$ cat config.mk
export PLATFORM = sky130hd
export DESIGN_NAME = ebpc_top
export DESIGN_NICKNAME = d
export VERILOG_FILES = /design/src/ebpc_pkg.sv /design/src/ebpc_top.sv
export SDC_FILE = /design/constraint.sdc
export NUM_CORES = 1
export LEC_CHECK = 0
export BUFFER_PORTS_ARGS = -buffer_cell sky130_fd_sc_hd__buf_2
export CORE_MARGIN = 4
export CORE_UTILIZATION = 44
export DETAILED_ROUTE_END_ITERATION = 8
export HOLD_SLACK_MARGIN = 0.1
export MAX_ROUTING_LAYER = met4
export PLACE_DENSITY = 0.75
export SETUP_SLACK_MARGIN = 0.15
export SYNTH_ARGS = -nofsm -noshare
export SYNTH_HDL_FRONTEND = slang
export SYNTH_SLANG_ARGS = --single-unit
$ cat constraint.sdc
create_clock -name clk_i -period 1.5 [get_ports clk_i]
set_clock_uncertainty 0.2 [all_clocks]
set_input_delay 0.225 -clock clk_i [delete_from_list [all_inputs] [get_ports clk_i]]
set_output_delay 0.225 -clock clk_i [all_outputs]
set_load 0.01 [all_outputs]
$ cat src/ebpc_pkg.sv
/*
 Constants and types for the external bus pin configuration block.
 Assumes a 10 MHz system clock and a simple strobe register port.
*/
// Behaviour
// - Each ready input is inverted before use when its invert bit is one.
// - Ready pin enable bits hand each ready pin to the bus interface.
// - Level sense bit one means level detect, zero means edge detect of ready.
// - RP control pin enable hands that pin to the bus interface.
// - Write strobe pin enable hands the write strobe pin to the interface.
// - Unimplemented bits, bit 28 among them, read zero and ignore writes.
// - Mode select high ignores the register; all pins stay general purpose.
package ebpc_pkg;
    // ----------------------------------------------------------------
    // Register map
    // ----------------------------------------------------------------
    localparam logic [3:0] EBPC_ASSIGN_OFFSET = 4'h0;
    localparam logic [31:0] EBPC_ASSIGN_RESET = 32'h0000_0000;
    localparam logic [31:0] EBPC_ASSIGN_MASK = 32'hee03_33f3;
    localparam int EBPC_INV_LSB = 29;
    localparam int EBPC_RDYEN_LSB = 25;
    localparam int EBPC_LVL_BIT = 17;
    localparam int EBPC_RP_BIT = 16;
    localparam int EBPC_WE_BIT = 13;
    localparam int EBPC_OE_BIT = 12;
    localparam int EBPC_BS_LSB = 8;
    localparam int EBPC_CS_LSB = 4;
    localparam int EBPC_DATA_LSB = 0;

    typedef struct packed {
        logic [3:0] addr;
        logic [31:0] wdata;
        logic wr;
        logic rd;
    } ebpc_req_t;

    typedef struct packed {
        logic [2:0] rdy_en;
        logic rp_en;
        logic we_en;
        logic oe_en;
        logic [1:0] bs_en;
        logic [3:0] cs_en;
        logic [1:0] data_en;
    } ebpc_claim_t;

    typedef struct packed {
        logic [31:0] cfg;
        logic [31:0] rdata;
        ebpc_claim_t claim;
        logic [2:0] rdy_s1;
        logic [2:0] rdy_s2;
        logic [2:0] rdy_prev;
        logic [2:0] rdy_use;
        logic level;
    } ebpc_state_t;
endpackage

$ cat src/ebpc_top.sv
/*
 External bus pin configuration register and ready pin conditioning.
 Assumes register strobes come from logic on clk_i; ready pins are asynchronous.
*/
`timescale 1ns/1ps
module ebpc_top (
    input wire logic clk_i,
    input wire logic arst_n_i,
    input ebpc_pkg::ebpc_req_t req_i,
    input wire logic extbus_mode_select_i,
    input wire logic [2:0] extbus_ready_pin_i,
    output logic [31:0] rdata_o,
    output ebpc_pkg::ebpc_claim_t claim_o,
    output logic [2:0] ready_o,
    output logic ready_level_sense_o
);
    import ebpc_pkg::*;

    ebpc_state_t s_q;
    ebpc_state_t s_d;
    logic [2:0] inv;
    logic [2:0] en;
    logic [2:0] cond;

    // ----------------------------------------------------------------
    // Next state
    // ----------------------------------------------------------------
    always_comb
    begin
        s_d = s_q;
        if (req_i.wr && req_i.addr == EBPC_ASSIGN_OFFSET)
        begin
            s_d.cfg = req_i.wdata & EBPC_ASSIGN_MASK;
        end
        s_d.rdata = 32'h0000_0000;
        if (req_i.rd && req_i.addr == EBPC_ASSIGN_OFFSET)
        begin
            s_d.rdata = s_q.cfg;
        end
        inv = s_q.cfg[EBPC_INV_LSB +: 3];
        en = s_q.cfg[EBPC_RDYEN_LSB +: 3];
        if (extbus_mode_select_i)
        begin
            s_d.claim = '0;
            en = 3'h0;
        end
        else
        begin
            s_d.claim.rdy_en = en;
            s_d.claim.rp_en = s_q.cfg[EBPC_RP_BIT];
            s_d.claim.we_en = s_q.cfg[EBPC_WE_BIT];
            s_d.claim.oe_en = s_q.cfg[EBPC_OE_BIT];
            s_d.claim.bs_en = s_q.cfg[EBPC_BS_LSB +: 2];
            s_d.claim.cs_en = s_q.cfg[EBPC_CS_LSB +: 4];
            s_d.claim.data_en = s_q.cfg[EBPC_DATA_LSB +: 2];
        end
        s_d.rdy_s1 = extbus_ready_pin_i;
        s_d.rdy_s2 = s_q.rdy_s1;
        cond = s_q.rdy_s2 ^ inv;
        s_d.rdy_prev = cond;
        s_d.level = s_q.cfg[EBPC_LVL_BIT] & ~extbus_mode_select_i;
        // Level: follow the pin; edge: one-cycle pulse on each rising edge
        if (s_q.cfg[EBPC_LVL_BIT])
        begin
            s_d.rdy_use = cond & en;
        end
        else
        begin
            s_d.rdy_use = cond & ~s_q.rdy_prev & en;
        end
    end

    always_ff @(posedge clk_i or negedge arst_n_i)
    begin
        if (!arst_n_i)
        begin
            s_q <= '0;
        end
        else
        begin
            s_q <= s_d;
        end
    end

    assign rdata_o = s_q.rdata;
    assign claim_o = s_q.claim;
    assign ready_o = s_q.rdy_use;
    assign ready_level_sense_o = s_q.level;
endmodule // ebpc_top

; Yosys cells after proc, flatten, opt, wreduce, memory -nomap -nowiden
; Index checks and enable logic that the tools add are counted.
[word_totals]
wordCells = 28
reg_bits = 77
out_inout_bits = 50
input_bits = 44
[classes]
n_reduce_logical = 3
n_mux = 4
bitwise = 7
[op_table]
columns = operator, count
row1 = 32-bit 2-to-1 mux, 1
row2 = 14-bit 2-to-1 mux, 1
row3 = 3-bit bitwise AND, 3
row4 = 3-bit 2-to-1 mux, 2
row5 = 4-bit zero test, 1
row6 = 3-bit NOT, 1
row7 = 3-bit XOR, 1
row8 = 1-bit logical AND, 2
row9 = 1-bit bitwise AND, 1
row10 = 1-bit NOT, 1

; Depth between registers and ports, before layout
[logic_depth]
word_depth = 4
mapped_depth = 4
mapped_depth_nobuf = 3

; Worst setup path before layout
; OpenSTA, ideal clock, no wires.
[synth_timing]
path_type = input -> register
start = in req_i[35] (netlist name)
end = reg s_q, in the netlist inv[0]
arrival_ns = 1.264
path_buffers = 1
path_stages = 4
t_required_ns = 1.175
path_slack_ns = -0.089
setup_ns = 0.125
path_cell_list = nor4_4 > nand2_4 > buf_6 > mux2_4
[synth_between]
elab_chain_len = 2
[synth_rtl]
columns = element, line_no
row1 = from (decl), ebpc_top.sv:9  ; input ebpc_pkg::ebpc_req_t req_i,
row2 = 4-bit zero test, ebpc_top.sv:31  ; if (req_i.wr && req_i.addr == EBPC_ASSIGN_OFFSET)
row3 = 1-bit logical AND, ebpc_top.sv:31
row4 = to (signal assigned), ebpc_top.sv:77  ; s_q <= '0;
row5 = to (signal assigned), ebpc_top.sv:81  ; s_q <= s_d;
row6 = to (decl), ebpc_top.sv:19  ; ebpc_state_t s_q;
; No other way between the ends.
; A chain may end at the register's enable or synchronous reset.

==> results.md <==
* Unique masters post-synth at 16
* CTS tree: done
* Hold depth at 2
* Layout cell share with drive strength beyond 1 at 42.0%
* CTS root buf: clkbuf_8
* Final setup viols at 0
* Max Freq at 776 MHz
* Post-Synthesis Cells at 180
* Via Count at 1321
* Routed len/inst at 12.8 um
* Vias in the first global route at 1320
* Input/output buffers at 65
* Placed Cells at 279
* # fillers at 476
* DR iter-0 viols at 66
* Area grow syn2layout at 21.3%
* Share of the synthesized area in the top cell type at 63.0%
* Critical path startpoint category: input port
* Vias/cell at 4.17
* Die area at 6960 um2
* Reg2reg setup slack at 0.44 ns
* Worst Path Arrival at 1.33 ns
* Post-synth EDFFs at 0
* Largest area contributor in the netlist: dfrtp_1
* Setup crit start: extbus_mode_select_i
* DRT antenna net count at 0
* Placement row count at 27
* Max-slew violations at 0
* Post-CTS setup buffer count at 0
* Most frequent cell after synthesis: dfrtp_1
* Syn avg cell area at 13.9 um2
* Antenna violations before repair at 0
* Residual DRC count at 0
* Crit Path Max Fanout at 15
* RePlAce Congestion at 0.732
* Initial Util at 45.5%
* Synthesis Warnings at 0
* Post-Route WL at 4050 um
* Clock Tree Buf Depth at 2
* Sequential share of the synthesized area at 63.0%
* DR pass1 iterations at 4
* Worst setup endpoint: ready_o[0]
* Synth area leaders: dfrtp_1 63%, buf_4 15%, mux2_4 6.0%, and3_1 4.5%, mux2_2 3.6%
* CP Capture Type: register
* Leak Pwr at 1.70 nW
* Status: finished clean
* Core area at 5510 um2
* Cells along the critical path: dlygate4sd3_1 > buf_4 > nor2b_2 > nand2_1 > a21oi_1
* Unrepaired setup endpoints after global routing: false
* Final worst path period need at 1.29 ns
* Clk sinks at 63
* Global-route wire length before repair at 6570 um
* CTS H-Tree Depth at 3
* Diodes inserted at 0
* Final cell count without fillers at 317
* Most used DFF post-synth: dfrtp_1
* Commonest cells in the netlist: 63 x dfrtp_1, 49 x buf_4, 18 x and3_1
* Required time of the critical path at 1.54 ns
* Global Route Usage Sum at 12.7%
* Worst Reg2Reg Path Length in Cells at 3
* Hpwl dp at 2560 um
* Yosys reg bits at 63
* Hold Vio Cnt, Final at 0
* Vert. Die Dim at 83.4 um
* CTS Buf Count at 9
* Reg-to-Reg End: ready_o[0]
* Congestion Overflow GR at 0
* Worst path slowest cell: dlygate4sd3_1
* Async set or reset register ratio after synthesis at 100%
* Pin count of the biggest net entering global routing at 64
* Fin crit share at 85.9%
* Setup tns final at 0 ns
* Worst-path clk slew at 0.06 ns
* Hold Crit Class: in2reg
* CP Class: in2reg
* Clock Latency Late Sink at 0.32 ns
* Synthesized cell area at 2500 um2
* Pwr/cell area at 1300 nW/um2
* CP peak stage delay at 0.54 ns
* Fin nets at 285
* Peak VDD IR at 0.695 mV
* Die X at 83.4 um
* Number of max-cap violations at 0
* RR Startpoint: inv[0]
* Worst min-delay path startpoint: req_i[0]
* Ports at 94
## state kept, by name (all words and copies together) (netlist names)
register,cells
inv,3
claim_o,14
rdata_o,18
s_d,3
ready_level_sense_o,1
ready_o,3
s_q,21
## final cells by class
| cell class | count | area (um2) | share of cell area, % |
|---|---|---|---|
| Sequential cell | 63 | 1580 | 51.9 |
| Clock inverter | 4 | 45.0 | 1.48 |
| Tap cell | 72 | 90.1 | 2.97 |
| Multi-Input combinational cell | 76 | 584 | 19.2 |
| Timing Repair Buffer | 90 | 586 | 19.3 |
| Clock buffer | 11 | 151 | 4.99 |
| Inverter | 1 | 3.75 | 0.124 |
## stage by stage
stage          setup slack [ns]  area (um2)  hold WS [ns]  util [%]  power [W]
2_1_floorplan           -0.0887        2550        -0.271         -    0.00242
3_3_place_gp             -0.109        2610        0.0515      47.3    0.00249
6_report                  0.212        3040         0.134      55.1    0.00394
4_1_cts                   0.179        3030         0.111      55.1    0.00398
5_1_grt                   0.173        3040         0.127      55.1    0.00415
3_5_place_dp             -0.128        2610        0.0556      47.3    0.00251
## cell usage in the layout (no fill, tap or decap)
| cell | Yosys | final |
|---|---|---|
| nor2b_2 | 0 | 1 |
| and3_1 | 18 | 18 |
| mux2_2 | 8 | 8 |
| a21oi_1 | 3 | 3 |
| dlygate4sd3_1 | 0 | 23 |
| buf_2 | 0 | 64 |
| buf_4 | 49 | 2 |
| clkinv_2 | 0 | 3 |
| inv_1 | 1 | 1 |
| conb_1 | 1 | 14 |
| clkbuf_8 | 0 | 11 |
| dfrtp_1 | 63 | 63 |
| buf_12 | 0 | 1 |
| nand2_4 | 1 | 1 |
| mux2_4 | 10 | 10 |
| nor4_4 | 1 | 1 |
| bufinv_16 | 0 | 1 |
| nor2b_1 | 14 | 13 |
| xor2_1 | 3 | 3 |
| nand2_1 | 3 | 3 |
| nor2_1 | 1 | 1 |
## layer usage
metal	global-route usage, %	wire length [um]	vias to the layer above
li1	-	-	643
met1	12.8	1510	635
met2	22.0	2270	41
met3	3.57	235	2
met4	7.46	29	0
met5	-	0	-
## repair_timing
action	CTS	global route
hold buffers	23	0
hold endpoints to repair	96	0
setup endpoints to repair	0	1
gates resized for setup	0	3
## report_power, final
group	internal, W	switching (W)
logic	0.000292	0.000217
registers	0.00191	0.000102
clock network	0.000840	0.000575
## cells by family after synthesis
family,after synthesis,share of synthesized area (%)
AND/OR/NAND/NOR,38,9.89
XOR/XNOR,3,1.05
flip-flops,63,63.0
AO/OA/AOI/OAI,3,0.600
buffers and inverters,54,15.7
other,1,0.150
multiplexers,18,9.60
## worst min-delay path by stage
stage                              to  slack (ns)
after CTS                 rdata_o[17]        0.11
after global routing      rdata_o[30]        0.13
final                     rdata_o[17]        0.13
after detailed placement  rdata_o[25]        0.06
after floorplan            claim_o[0]       -0.27
after global placement    rdata_o[25]        0.05
## critical path, delay by kind of cell
kind                   cells  cell delay (ns)
AO/OA/AOI/OAI              1             0.11
AND/OR/NAND/NOR            2             0.24
buffers and inverters      2             0.74
Note: power is estimated with default switching activity, not from simulation.
